## config.mk

```make
export PLATFORM = sky130hd
export DESIGN_NAME = mcx_decoder
export DESIGN_NICKNAME = d
export VERILOG_FILES = /design/src/core/mcx_pkg.sv /design/src/core/mcx_wide_shifter.sv /design/src/core/mcx_decoder.sv
export SDC_FILE = /design/constraint.sdc
export NUM_CORES = 1
export LEC_CHECK = 0
export BUFFER_PORTS_ARGS = -buffer_cell sky130_fd_sc_hd__buf_4
export CAP_MARGIN = 20
export CORE_UTILIZATION = 30
export DETAILED_ROUTE_END_ITERATION = 8
export HOLD_SLACK_MARGIN = 0.15
export SYNTH_ARGS = -nofsm -noshare
export SYNTH_HDL_FRONTEND = slang
export SYNTH_HIERARCHICAL = 1
export SYNTH_SLANG_ARGS = --single-unit
```

## constraint.sdc

```tcl
create_clock -name mclk -period 2.9 [get_ports mclk]
set_input_delay 0.58 -clock mclk [delete_from_list [all_inputs] [get_ports mclk]]
set_output_delay 0.58 -clock mclk [all_outputs]
set_load 0.1 [all_outputs]
```

## src/core/mcx_pkg.sv

```systemverilog
// Package: encodings, register offsets and field layouts for the control and wide shift group
package mcx_pkg;
	// ==========================================
	// Instruction encodings
	localparam logic [7:0] OPC_CTRL_HI = 8'h35;
	localparam logic [7:0] OPC_BACKDOOR_RD = 8'h40;
	localparam logic [4:0] OPC_CLEAR_HI5 = 5'h09;
	localparam logic [5:0] OPC_SOFTIRQ_HI6 = 6'h22;
	localparam logic [7:0] OPC_SUB_RETURN = 8'h9C;
	localparam logic [7:0] OPC_LATCH_CLEAR = 8'h9D;
	localparam logic [9:0] OPC_WLS_REG = 10'h0E5;
	localparam logic [9:0] OPC_WRS_REG = 10'h0E4;
	localparam logic [8:0] OPC_WLS_IMM = 9'h071;
	localparam logic [8:0] OPC_WRS_IMM = 9'h070;
	localparam logic [2:0] OPC_WIDE_TAIL = 3'h5;
	// ==========================================
	// Register offsets in the device bank
	localparam logic [8:0] REG_CORE0_CONTROL = 9'h101;
	localparam logic [8:0] REG_CORE1_CONTROL = 9'h102;
	localparam logic [8:0] REG_START_CONFIG_SECOND = 9'h104;
	localparam logic [8:0] REG_CORE0_STATE_FLAGS = 9'h105;
	localparam logic [8:0] REG_CORE1_STATE_FLAGS = 9'h106;
	localparam logic [8:0] REG_CORE0_INTERRUPT_STATE = 9'h10F;
	localparam logic [8:0] REG_CORE1_INTERRUPT_STATE = 9'h110;
	localparam logic [8:0] REG_CHANNEL_DIAG_ERRORS = 9'h162;
	// ==========================================
	// Clear target selector codes
	localparam logic [2:0] CLR_STATUS_ONLY = 3'h0;
	localparam logic [2:0] CLR_CONTROL_ONLY = 3'h1;
	localparam logic [2:0] CLR_STATUS_DIAG_REARM = 3'h2;
	localparam logic [2:0] CLR_ALL = 3'h3;
	localparam logic [2:0] CLR_DIAG_REARM = 3'h4;
	localparam logic [2:0] CLR_STATUS_AND_CONTROL = 3'h5;
	localparam logic [2:0] CLR_STATUS_REARM = 3'h6;
	localparam logic [2:0] CLR_REARM_ONLY = 3'h7;
	// ==========================================
	// Timing and reset values
	localparam int BACKDOOR_RD_CYCLES = 2;
	localparam int RETURN_ADDR_BITS = 10;
	localparam logic [15:0] WORD_RESET = 16'h0000;
	localparam logic [9:0] ADDR_RESET = 10'h000;
	localparam logic [31:0] PAIR_RESET = 32'h0000_0000;
	// Soft request identifier sits in bits 11..10 of the interrupt state word
	localparam int IRQ_ID_LSB = 10;
	localparam int IRQ_BUSY_BIT = 12;
endpackage : mcx_pkg

```

## src/core/mcx_wide_shifter.sv

```systemverilog
// Wide shifter: moves the 32-bit result pair one place per clock
`timescale 1ns/10ps
module mcx_wide_shifter
	import mcx_pkg::*;
#(
	parameter int WIDTH = 32,
	parameter int CNT_W = 16
) (
	// Clock and reset
	input wire logic mclk,
	input wire logic reset,
	// Start request
	input wire logic start,
	input wire logic dir_left,
	input wire logic [CNT_W-1:0] count,
	input wire logic [WIDTH-1:0] load_value,
	// Results
	output logic busy,
	output logic done,
	output logic [WIDTH-1:0] value,
	output logic shifted_out_bit,
	output logic overflow,
	output logic precision_loss
);
	initial begin
		if (WIDTH < 2 || CNT_W < 1) begin
			$error("mcx_wide_shifter: bad width");
		end
	end

	typedef struct packed {
		logic busy;
		logic done;
		logic left;
		logic [CNT_W-1:0] remain;
		logic [WIDTH-1:0] value;
		logic sb;
		logic mo;
		logic ml;
	} mcx_shift_t;

	mcx_shift_t s_q, s_d;

	// ==========================================
	// Next state: one position per cycle
	always_comb begin
		s_d = s_q;
		s_d.done = 1'b0;
		if (start) begin
			s_d.value = load_value;
			s_d.left = dir_left;
			s_d.remain = count;
			s_d.sb = 1'b0;
			s_d.mo = 1'b0;
			s_d.ml = 1'b0;
			// Zero count ends at once so done still pulses
			s_d.busy = (count != '0);
			s_d.done = (count == '0);
		end else if (s_q.busy) begin
			if (s_q.left) begin
				s_d.sb = s_q.value[WIDTH-1];
				s_d.mo = s_q.mo | s_q.value[WIDTH-1];
				s_d.value = {s_q.value[WIDTH-2:0], 1'b0};
			end else begin
				s_d.sb = s_q.value[0];
				s_d.ml = s_q.ml | s_q.value[0];
				s_d.value = {1'b0, s_q.value[WIDTH-1:1]};
			end
			s_d.remain = s_q.remain - 1'b1;
			if (s_q.remain == CNT_W'(1)) begin
				s_d.busy = 1'b0;
				s_d.done = 1'b1;
			end
		end
	end

	always_ff @(posedge mclk or posedge reset) begin
		if (reset) begin
			s_q <= '0;
		end else begin
			s_q <= s_d;
		end
	end

	assign busy = s_q.busy;
	assign done = s_q.done;
	assign value = s_q.value;
	assign shifted_out_bit = s_q.sb;
	assign overflow = s_q.mo;
	assign precision_loss = s_q.ml;
endmodule : mcx_wide_shifter

```

## src/core/mcx_decoder.sv

```systemverilog
// Decode and execute for control instructions and wide result shifts
`timescale 1ns/10ps
module mcx_decoder
	import mcx_pkg::*;
#(
	parameter int ADDR_W = 10,
	parameter int CORE_ID = 0
) (
	// Clock and reset
	input wire logic mclk,
	input wire logic reset,
	// Instruction issue
	input wire logic instr_valid,
	input wire logic [15:0] instr,
	input wire logic [ADDR_W-1:0] current_address,
	output logic instr_ready,
	// Register operand read
	output logic [2:0] operand_select,
	input wire logic [15:0] first_register_operand,
	// Address and auxiliary registers of the core
	input wire logic [8:0] backdoor_address,
	input wire logic backdoor_address_write,
	input wire logic [ADDR_W-1:0] aux_return_address,
	// Backdoor read port to the register bank
	output logic bank_read,
	output logic [8:0] bank_address,
	input wire logic [15:0] bank_read_data,
	output logic [15:0] backdoor_data,
	output logic backdoor_data_valid,
	// Program counter control
	output logic pc_load,
	output logic [ADDR_W-1:0] pc_load_value,
	// Interrupt control
	input wire logic hw_irq_request,
	output logic hw_irq_accept,
	input wire logic irq_return,
	output logic soft_irq_request,
	output logic [1:0] soft_request_identifier,
	output logic [15:0] core_interrupt_state,
	output logic [ADDR_W-1:0] irq_return_address,
	// Register clear strobes
	output logic clear_status,
	output logic clear_control,
	output logic clear_diagnosis,
	output logic diag_rearm,
	output logic diag_irq_blocked,
	input wire logic diag_block_event,
	// Start latch
	input wire logic [15:0] start_configuration_second,
	output logic clear_start_latch,
	// Multiply result pair and condition flags
	input wire logic [15:0] product_upper_half,
	input wire logic [15:0] product_lower_half,
	output logic result_pair_load,
	output logic [15:0] new_upper_half,
	output logic [15:0] new_lower_half,
	output logic shifted_out_bit_flag,
	output logic overflow_flag,
	output logic precision_loss_flag,
	output logic operation_done_flag
);
	initial begin
		if (ADDR_W != RETURN_ADDR_BITS || CORE_ID < 0 || CORE_ID > 1) begin
			$error("mcx_decoder: unsupported parameters");
		end
	end

	typedef enum logic [2:0] {
		ST_IDLE = 3'b001,
		ST_RD = 3'b010,
		ST_SHIFT = 3'b100
	} mcx_state_t;

	typedef struct packed {
		mcx_state_t st;
		logic rd_spoiled;
		logic [8:0] rd_addr;
		logic [15:0] rd_data;
		logic rd_valid;
		logic soft_active;
		logic [1:0] soft_id;
		logic [ADDR_W-1:0] ret_addr;
		logic irq_pulse;
		logic blocked;
		logic clr_sr;
		logic clr_cr;
		logic clr_dg;
		logic rearm;
		logic clr_sl;
		logic pc_ld;
		logic [ADDR_W-1:0] pc_val;
		logic pair_ld;
		logic [31:0] pair;
		logic left;
		logic sb;
		logic mo;
		logic ml;
		logic od;
	} mcx_core_t;

	mcx_core_t r_q, r_d;

	// ==========================================
	// Decode helpers
	function automatic logic is_ctrl(input logic [15:0] w, input logic [7:0] lo);
		is_ctrl = (w[15:8] == OPC_CTRL_HI) && (w[7:0] == lo);
	endfunction : is_ctrl

	function automatic logic is_wide(input logic [15:0] w, input int hi_bits,
		input logic [9:0] code);
		if (hi_bits == 10) begin
			is_wide = (w[15:6] == code) && (w[2:0] == OPC_WIDE_TAIL);
		end else begin
			is_wide = (w[15:7] == code[8:0]) && (w[2:0] == OPC_WIDE_TAIL);
		end
	endfunction : is_wide

	logic d_rd, d_clr, d_soft, d_ret, d_sl, d_wlr, d_wrr, d_wli, d_wri, d_shift;
	logic [2:0] clear_target_selector;
	logic smart_on;
	logic go;

	// Instruction class decode
	always_comb begin
		d_rd = is_ctrl(instr, OPC_BACKDOOR_RD);
		d_clr = (instr[15:8] == OPC_CTRL_HI) && (instr[7:3] == OPC_CLEAR_HI5);
		d_soft = (instr[15:8] == OPC_CTRL_HI) && (instr[7:2] == OPC_SOFTIRQ_HI6);
		d_ret = is_ctrl(instr, OPC_SUB_RETURN);
		d_sl = is_ctrl(instr, OPC_LATCH_CLEAR);
		d_wlr = is_wide(instr, 10, OPC_WLS_REG);
		d_wrr = is_wide(instr, 10, OPC_WRS_REG);
		d_wli = is_wide(instr, 9, {1'b0, OPC_WLS_IMM});
		d_wri = is_wide(instr, 9, {1'b0, OPC_WRS_IMM});
		d_shift = d_wlr | d_wrr | d_wli | d_wri;
		clear_target_selector = instr[2:0];
	end

	// Smart latch enable bit for this core
	assign smart_on = start_configuration_second[CORE_ID];
	assign operand_select = instr[5:3];
	// Only one instruction of this group runs at a time
	assign instr_ready = (r_q.st == ST_IDLE);
	assign go = instr_valid && instr_ready;

	logic sh_start, sh_busy, sh_done, sh_sb, sh_mo, sh_ml;
	logic [15:0] sh_count;
	logic [31:0] sh_value;

	// Count from register operand or 4-bit immediate
	always_comb begin
		sh_start = go && d_shift;
		if (d_wli || d_wri) begin
			sh_count = {12'h000, instr[6:3]};
		end else begin
			sh_count = first_register_operand;
		end
	end

	mcx_wide_shifter #(
		.WIDTH(32),
		.CNT_W(16)
	) u_shift (
		.mclk(mclk),
		.reset(reset),
		.start(sh_start),
		.dir_left(d_wlr | d_wli),
		.count(sh_count),
		.load_value({product_upper_half, product_lower_half}),
		.busy(sh_busy),
		.done(sh_done),
		.value(sh_value),
		.shifted_out_bit(sh_sb),
		.overflow(sh_mo),
		.precision_loss(sh_ml)
	);

	// ==========================================
	// Execute
	always_comb begin
		r_d = r_q;
		r_d.rd_valid = 1'b0;
		r_d.irq_pulse = 1'b0;
		r_d.clr_sr = 1'b0;
		r_d.clr_cr = 1'b0;
		r_d.clr_dg = 1'b0;
		r_d.rearm = 1'b0;
		r_d.clr_sl = 1'b0;
		r_d.pc_ld = 1'b0;
		r_d.pair_ld = 1'b0;
		// Hardware block event wins over a re-arm in the same cycle
		if (diag_block_event) begin
			r_d.blocked = 1'b1;
		end
		// Soft interrupt guard drops when the handler returns
		if (irq_return && r_q.soft_active) begin
			r_d.soft_active = 1'b0;
		end
		case (r_q.st)
			ST_IDLE: begin
				if (go && d_rd) begin
					r_d.st = ST_RD;
					r_d.rd_addr = backdoor_address;
					r_d.rd_spoiled = 1'b0;
				end else if (go && d_soft) begin
					r_d.soft_active = 1'b1;
					r_d.soft_id = instr[1:0];
					r_d.ret_addr = current_address;
					r_d.irq_pulse = 1'b1;
				end else if (go && d_ret) begin
					r_d.pc_ld = 1'b1;
					r_d.pc_val = aux_return_address;
				end else if (go && d_clr) begin
					case (clear_target_selector)
						CLR_STATUS_ONLY: begin
							r_d.clr_sr = 1'b1;
						end
						CLR_CONTROL_ONLY: begin
							r_d.clr_cr = 1'b1;
						end
						CLR_STATUS_DIAG_REARM: begin
							r_d.clr_sr = 1'b1;
							r_d.clr_dg = 1'b1;
							r_d.rearm = 1'b1;
						end
						CLR_ALL: begin
							r_d.clr_sr = 1'b1;
							r_d.clr_cr = 1'b1;
							r_d.clr_dg = 1'b1;
							r_d.rearm = 1'b1;
						end
						CLR_DIAG_REARM: begin
							r_d.clr_dg = 1'b1;
							r_d.rearm = 1'b1;
						end
						CLR_STATUS_AND_CONTROL: begin
							r_d.clr_sr = 1'b1;
							r_d.clr_cr = 1'b1;
						end
						CLR_STATUS_REARM: begin
							r_d.clr_sr = 1'b1;
							r_d.rearm = 1'b1;
						end
						default: begin
							r_d.rearm = 1'b1;
						end
					endcase
					// Re-arm unblocks unless a block event lands now
					if (r_d.rearm && !diag_block_event) begin
						r_d.blocked = 1'b0;
					end
				end else if (go && d_sl) begin
					r_d.clr_sl = smart_on;
				end else if (sh_start) begin
					r_d.st = ST_SHIFT;
					r_d.left = d_wlr | d_wli;
					r_d.od = 1'b0;
				end
			end
			ST_RD: begin
				// Second cycle: capture bank data, spoiled if address moved
				r_d.rd_spoiled = backdoor_address_write;
				r_d.rd_data = backdoor_address_write ? WORD_RESET : bank_read_data;
				r_d.rd_valid = 1'b1;
				r_d.st = ST_IDLE;
			end
			ST_SHIFT: begin
				if (sh_done) begin
					r_d.pair = sh_value;
					r_d.pair_ld = 1'b1;
					r_d.sb = sh_sb;
					if (r_q.left) begin
						r_d.mo = sh_mo;
					end else begin
						r_d.ml = sh_ml;
					end
					r_d.od = 1'b1;
					r_d.st = ST_IDLE;
				end
			end
			default: begin
				r_d.st = ST_IDLE;
			end
		endcase
	end

	always_ff @(posedge mclk or posedge reset) begin
		if (reset) begin
			r_q <= '{st: ST_IDLE, default: '0};
		end else begin
			r_q <= r_d;
		end
	end

	// ==========================================
	// Outputs
	assign bank_read = (r_q.st == ST_RD);
	assign bank_address = r_q.rd_addr;
	assign backdoor_data = r_q.rd_data;
	assign backdoor_data_valid = r_q.rd_valid;
	// Soft return resumes after the requesting line
	assign irq_return_address = r_q.ret_addr + ADDR_W'(1);
	// Hardware interrupts wait while a soft one runs
	assign hw_irq_accept = hw_irq_request && !r_q.soft_active;
	assign soft_irq_request = r_q.irq_pulse;
	assign soft_request_identifier = r_q.soft_id;
	assign core_interrupt_state = {3'h0, r_q.soft_active, r_q.soft_id, r_q.ret_addr};
	assign pc_load = r_q.pc_ld;
	assign pc_load_value = r_q.pc_val;
	assign clear_status = r_q.clr_sr;
	assign clear_control = r_q.clr_cr;
	assign clear_diagnosis = r_q.clr_dg;
	assign diag_rearm = r_q.rearm;
	assign diag_irq_blocked = r_q.blocked;
	assign clear_start_latch = r_q.clr_sl;
	assign result_pair_load = r_q.pair_ld;
	assign new_upper_half = r_q.pair[31:16];
	assign new_lower_half = r_q.pair[15:0];
	assign shifted_out_bit_flag = r_q.sb;
	assign overflow_flag = r_q.mo;
	assign precision_loss_flag = r_q.ml;
	assign operation_done_flag = r_q.od;
endmodule : mcx_decoder

```

After elaboration in Yosys (flattened, before gate mapping)
Cells that the tools add are included. Widths: inputs -> output; s select.

Bits in registers: 152. Bits of input ports: 132. Output and inout port bits: 115. Logic and storage cells: 171.

Add/subtract/negate cells: 2. Equality and inequality tests: 33. Multiplexer cells: 50. Bitwise logic cells: 12. Reductions and logical operators: 43.

Operators with widths (count): $mux 51 (2); $mux 33 (3); $mux 31 (2); $mux 16 (2); $mux 1 (24); $mux 3 (7); $eq 10x8->1 const B (2); $logic_and 1x1->1 (19); $eq 9x7->1 const B (2); $mux 17 (1); $eq 16x1->1 const B (1); $eq 8x8->1 const B (2); $logic_not 16->1 (1); $reduce_bool 16->1 (1); $sub 16x1->16 const B (1); $mux 14 (1); $eq 3x3->1 const B (4); $ne 2x2->1 const B (6); $ne 3x3->1 const B (4); $mux 11 (1); $add 10x1->10 const B (1); $eq 3x2->1 const B (3); $reduce_and 3->1 (3); $reduce_or 3->1 (3); other kinds (24) (44).

Depth between registers and ports, before layout
Gate-level depths: netlist (run 1).

Word-level depth: 15. Depth in mapped cells: 10. Depth with buffers taken out: 7.

Modules after synthesis
The synthesis (run 1) kept the hierarchy.

Modules (own cells, without submodules): mcx_decoder (times used 1, cells each 418, area an instance 4890.9 µm², seq. area each 2453.6 µm²); mcx_wide_shifter (times used 1, cells each 368, area an instance 3191.8 µm², seq. area each 1351.3 µm²).

Worst setup path before layout (run 1)
Ideal clock, no wire load.

Kind: reg2out. Start: reg r_q[96] (netlist name). End: out instr_ready. Arrival: 2.707 ns. Required time: 2.320 ns. Slack: -0.387 ns. Cell stages (with the launch flop): 2. Buffers on the path: 0. Path through: dfstp_2 > nor3b_1.

Cells in the longest elaborated chain, start to end: 1.

Ends and longest elaborated chain: start: declaration (RTL line mcx_decoder.sv:101) `mcx_core_t r_q, r_d;`; start signal: assignment (RTL line mcx_decoder.sv:290) `r_q <= r_d;`; $eq 3x1->1 (RTL line mcx_decoder.sv:142) `assign instr_ready = (r_q.st == ST_IDLE);`; end: declaration (RTL line mcx_decoder.sv:16) `output logic instr_ready,`.

Every way passes these cells.

Worst setup path in the final report (run 1)
Start: reg r_q (netlist bit core_interrupt_state[2]). End: out irq_return_address[9].

Cells in the longest elaborated chain, start to end: 1.

Ends and longest elaborated chain: $add 10x1->10 (RTL line mcx_decoder.sv:301) `assign irq_return_address = r_q.ret_addr + ADDR_W'(1);`; end: declaration (RTL line mcx_decoder.sv:40) `output logic [ADDR_W-1:0] irq_return_address,`.

Every way passes these cells.

==> results of run 1 <==
-- layout by cell type, fill, tap and decap left out, types with 3 or more instances in the layout --
master	synthesis	routed
buf_4	123	249
dfrtp_1	151	150
nand2_1	76	76
mux2_2	63	63
nor2_1	43	43
o21ai_1	43	43
a21oi_1	37	37
mux2i_1	31	31
o21ai_0	21	21
nand2b_1	19	19
clkbuf_16	0	17
nor2b_1	14	14
inv_1	15	12
xor2_1	13	12
nor4_1	10	10
xnor2_1	10	9
nand4_1	9	9
mux2_4	8	8
nand3_1	6	6
nor3_1	5	5
clkinvlp_4	0	5
inv_6	0	5
nand3b_1	4	4
nor3b_1	5	3
a21o_1	3	3
and3_1	3	3
inv_2	1	3
ha_1	3	3
conb_1	1	3
buf_12	0	3
-- cells by family after synthesis --
family / Yosys count
fa+ha+maj: 3
buf+inv: 173
xor+xnor: 23
flops: 152
compound gates: 116
mux: 102
simple gates: 216
other cells: 1
-- sequential cells by signal, summed over array words and instances (netlist names), 4 cells and up --
signal / flops
r_q: 4
backdoor_data: 16
pc_load_value: 10
new_upper_half: 16
core_interrupt_state: 11
bank_address: 9
new_lower_half: 16
u_shift/value: 32
u_shift/s_q: 17
-- routing by layer --
layer	track usage	share of wire
met1	0.193	0.46
met2	0.231	0.46
met3	0.0400	0.066
met4	0.0398	0.011
met5	0	0
-- final cells by class --
cell class | count | area (um2) | area share
flip-flops and latches | 152 | 3810 | 0.383
multi-input cells | 463 | 3180 | 0.320
repair buffers | 253 | 1940 | 0.195
clock buffers | 18 | 429 | 0.0431
well taps | 335 | 419 | 0.0421
clock inverters | 14 | 113 | 0.0113
inverters | 16 | 63.8 | 0.00641
-- through the flow --
step	power (mW)	area [um2]	std cells
finish	4.48	9950	1251
global route	4.66	9950	1251
CTS	4.57	9950	1251
detailed placement	2.45	9400	1218
global placement	2.44	9400	1218
floorplan	2.28	8110	788
-- power by group --
group          internal, mW  switching (mW)
combinational         0.138           0.143
sequential             2.12               0
clock                  1.11           0.966
total                  3.37            1.11
-- worst max-delay path by stage --
stage / start / endpoint / slack, ns / cells past startpoint
final: core_interrupt_state[2] / irq_return_address[9] / 0.30 / 5
after global routing: core_interrupt_state[2] / irq_return_address[9] / 0.20 / 5
after CTS: core_interrupt_state[2] / irq_return_address[9] / 0.28 / 5
after detailed placement: instr[9] / u_shift/busy / -0.11 / 7
after global placement: instr[9] / u_shift/busy / -0.09 / 7
after floorplan: core_interrupt_state[2] / irq_return_address[7] / -0.04 / 3
==> impl_results.md, run 1 <==
* Outcome: finished, violations left
* Failing checks: DRC
* Hold Startpoint: diag_block_event
* HP Class: in -> reg
* Hold endpoint: diag_irq_blocked
* Synth Area in Simple Gates at 0.141
* Placer Congestion at 0.794
* Final wirelength at 19.4 mm
* RSZ-0062 raised after global routing: no
* Rel. slew slack at 0.568
* CP Class: reg -> out
* Wire length per cell at 15.5 um
* DRT antenna net count at 0
* Fillers at 2,639
* Nets at 1,038
* Die ar. at 27,600 um2
* Initial DRT Pass Iterations at 9
* Pwr dens at 450 nW/um2
* Setup TNS at 0 ns
* Fraction of layout instances using a drive strength above 1 at 0.413
* Largest net degree at the start of global routing at 70
* Startpoint types: flop
* Compound-Gate Fraction of Synth Area at 0.0769
* Total GRT Usage at 0.145
* EDFF count, synth at 0
* Clk_skew at 0.0150 ns
* Yosys warns at 6
* Final design utilization at 0.379
* Mux share of post-synthesis cell area at 0.141
* Worst EP required at 2.32 ns
* Core Box Area at 26,300 um2
* Layout area overhead at 23.1%
* Mapped cell area at 8080 um2
* Fin. Hold Viols at 0
* Leak pwr at 4.85 nW
* CTS Buf Count at 17
* Worst Hold Path Cells at 2
* R2R Path Start: r_q[96]
* Cell taking the most area after synthesis: dfrtp_1
* Worst slack at placement at -0.114 ns
* Worst VDD drop at 0.249 mV
* Ports at 247
* Critical Path End Type: primary output
* Fmax at 384 MHz
* CTS Sinks at 152
* Die Height at 166 um
* Synth Register Bits at 152
* Max Cap Violations at 0
* Synth Area per Inst at 10.3 um2
* Starting Density at 0.308
* CTS H-tree lvls at 4
* Post-synthesis cell type count at 57
* Hold WS at 0.351 ns
* Min setup slack post-route at 0.297 ns
* Share of the synthesized area in the top cell type at 0.467
* Crit-path max cell delay at 0.45 ns
* Fin crit share at 0.898
* Reg-to-reg slack, setup at 0.55 ns
* CTS tree: done
* Drt first-iter violations at 271
* Worst-Skew Late Latency at 0.43 ns
* Top cells by area, synth: dfrtp_1, buf_4, mux2_2, mux2i_1, nand2_1
* First-pass GRT wire length at 31.6 mm
* Count leader, synth: dfrtp_1
* CP cell instances: and4_1 > nand4_1 > nor2_1 > xor2_2 > buf_4
* Reg clk slew, reported paths at 0.07 ns
* Top_reg_cell synth: dfrtp_1
* Setup violators final at 0
* Vias per cell at 4.57
* Number of global-route vias before repair at 5,726
* Total gr overflow at 0
* Worst slew pin tran at 0.640 ns
* FF-to-FF path depth at 7
* Most frequent cells after synthesis: dfrtp_1, buf_4, nand2_1, mux2_2
* FP Rows at 59
* Critical Path AT at 2.02 ns
* Ys async rst share at 1.00
* Worst path bufs/invs at 1
* Root buffer cell: clkbuf_16
* Top delay family on crit path: simple AND/OR/NAND/NOR gates
* Largest family of logic cells by synthesized area: simple AND/OR/NAND/NOR gates
* Register area share after synthesis at 0.471
* Vias post-DR at 5,718
* Port Buffer Count at 228
* Cell count after synthesis at 786
* Worst reg2reg path endpoint: u_shift/s_q[38]
* # diodes at 0
* Bufs on Longest Clock Path at 2
* Die Width at 166 um
* Post-route DRC at 25
* Worst path slowest cell: dfrtp_1
* Crit-path max FO at 7
* Synth Area in Adders at 0.00464
* Initial antenna violation count at 0
* Post-CTS setup buffer count at 0
* Dpl hpwl at 14.0 mm
* Final-report max-slew violation count at 0
* Xor and xnor area share after synthesis at 0.0249
* Hold Buf Count CTS at 1
* Resize count post-CTS at 0
* Tmin final at 2.60 ns
Power figures use the tool's default switching activity.
==> run 2, diff against run 1 <==
- clock period: 2.9 -> 2.3 ns (I/O delays scaled with it)
==> run 2 against run 1 <==
The flow still finishes with violations (DRC). Utilization up 2.0 points. Final cell count is 3.0% higher. Worst hold slack got worse by 0.10 ns. Critical path depth unchanged. Clock skew is 0.0051 ns lower. Final area grew 5.3%. Via count grew 2.9%. Combinational power up 31%. Count of clock-buffer cells in the layout stayed put. Worst setup slack got worse by 0.25 ns. Sequential power rose by 26%.
==> impl_results.md, run 2 (same netlist as run 1, synthesis figures left out) <==
* Worst Hold Path Cells at 2
* Max Cap Violations at 0
* CTS tree: done
* Reg-to-reg slack, setup at 0.08 ns
* R2R Path Start: r_q[96]
* Hold endpoint: diag_irq_blocked
* FP Rows at 59
* Worst path slowest cell: dfrtp_1
* Starting Density at 0.308
* Root buffer cell: clkbuf_16
* Failing checks: DRC
* Final design utilization at 0.399
* Vias per cell at 4.57
* Vias post-DR at 5,881
* Placer Congestion at 0.797
* Tmin final at 2.25 ns
* Total GRT Usage at 0.144
* HP Class: in -> reg
* Critical Path End Type: primary output
* Post-route DRC at 11
* Dpl cells at 1,253
* Fmax at 444 MHz
* Bufs on Longest Clock Path at 2
* Dpl hpwl at 14.1 mm
* CTS H-tree lvls at 4
* Uppermost layer routed: met4
* Initial antenna violation count at 0
* Worst-Skew Late Latency at 0.42 ns
* Rel. slew slack at 0.569
* Initial DRT Pass Iterations at 9
* Die ar. at 27,600 um2
* Pwr dens at 569 nW/um2
* Largest register FFs at 32
* Outcome: finished, violations left
* Final wirelength at 19.4 mm
* Worst path bufs/invs at 1
* Wl on met1 at 8.73 mm
* Wire length per cell at 15.0 um
* # diodes at 0
* Clk_skew at 0.00995 ns
* Worst EP required at 1.84 ns
* CTS Sinks at 152
* First-pass GRT wire length at 31.4 mm
* Reg clk slew, reported paths at 0.07 ns
* CP Class: reg -> out
* RSZ-0062 raised after global routing: yes
* Min setup slack post-route at 0.0461 ns
* Ports at 247
* Total gr overflow at 0
* Nets at 1,076
* Worst reg2reg path endpoint: bank_address[5]
* Layout area overhead at 29.7%
* Startpoint types: flop
* FF-to-FF path depth at 5
* Critical Path AT at 1.79 ns
* DRT antenna net count at 0
* Port Buffer Count at 228
* Number of global-route vias before repair at 5,842
* Hold Startpoint: diag_block_event
* Non-filler instance count after layout at 1,288
* Crit-path max cell delay at 0.38 ns
* Leak pwr at 5.12 nW
* Final-report max-slew violation count at 0
* Met3 WL at 902 um
* Worst slack at placement at -0.361 ns
* Drt first-iter violations at 345
* Met2 Wirelength at 9.52 mm
* Setup TNS at 0 ns
* Most common cell after layout, fill and taps aside: buf_4
* CTS Buf Count at 17
* Setup violators final at 0
* Final instance area at 10,500 um2
* Crit-path max FO at 3
* Largest net degree at the start of global routing at 99
* Worst slew pin tran at 0.637 ns
* Fraction of layout instances using a drive strength above 1 at 0.445
* Die Height at 166 um
* Core Box Area at 26,300 um2
* CP cell instances: and4_4 > nand4_1 > nor2_4 > xor2_4 > buf_12
* Placed cell area at 9800 um2
* Top delay family on crit path: simple AND/OR/NAND/NOR gates
* Worst VDD drop at 0.310 mV
* CP startpoint: core_interrupt_state[2]
* Fin. Hold Viols at 0
* Fin crit share at 0.980
* Most frequent cells in the layout: buf_4, dfrtp_1, nand2_1, mux2_2, o21ai_1
* Die Width at 166 um
[run 2: cell count changes in the layout (fill, tap and decap cells not counted), sizes merged]
cell / change
bufinv: +3
inv: -2
clkinv: -2
buf: +38
[run 2: per-stage QoR]
stage / hold WS [ns] / total power [mW]
finish: 0.250 / 5.96
global route: 0.229 / 6.24
CTS: 0.223 / 6.07
detailed placement: 0.473 / 3.10
global placement: 0.464 / 3.10
floorplan: 0.447 / 2.88
[run 2: worst register-to-register path: cells and delay by family (launching register included)]
kind	cells	cell delay, ns
simple gates	3	1.04
mux	1	0.34
buf+inv	1	0.18
flops	1	0.54
[run 2: layer usage]
layer	track usage	vias to the layer above
met1	0.188	2862
met3	0.0353	12
li1	-	2865
met5	0	-
met4	0.0455	0
met2	0.235	142
[run 2: worst max-delay path by stage]
stage / end / depth (start not counted)
CTS: bank_address[8] / 5
detailed placement: u_shift/busy / 8
floorplan: irq_return_address[7] / 3
global route: irq_return_address[9] / 5
finish: irq_return_address[9] / 5
global placement: u_shift/busy / 8
[run 2: what timing repair did]
| action | 4_1_cts | 5_1_grt |
|---|---|---|
| setup endpoints to repair | 1 | 30 |
| resized for setup | 5 | 7 |
| buffers inserted | 3 | 0 |
| endpoints found under the hold margin | 14 | 0 |
| pin swaps | 1 | 2 |
| hold buffers | 1 | 0 |
[run 2: layout make-up]
type                       count  area (um2)
inverter                      16        63.8
clock buffer                  18         439
fill                        2597       15800
clock inverter                13         169
timing repair buffer         291        2340
multi-input combinational    463        3240
tap                          335         419
sequential                   152        3810
[run 2: power by group]
part	switching (mW)	internal [mW]	total, mW
logic	0.181	0.188	0.369
clock network	1.18	1.74	2.92
registers	0	2.67	2.67
total	1.36	4.61	5.96
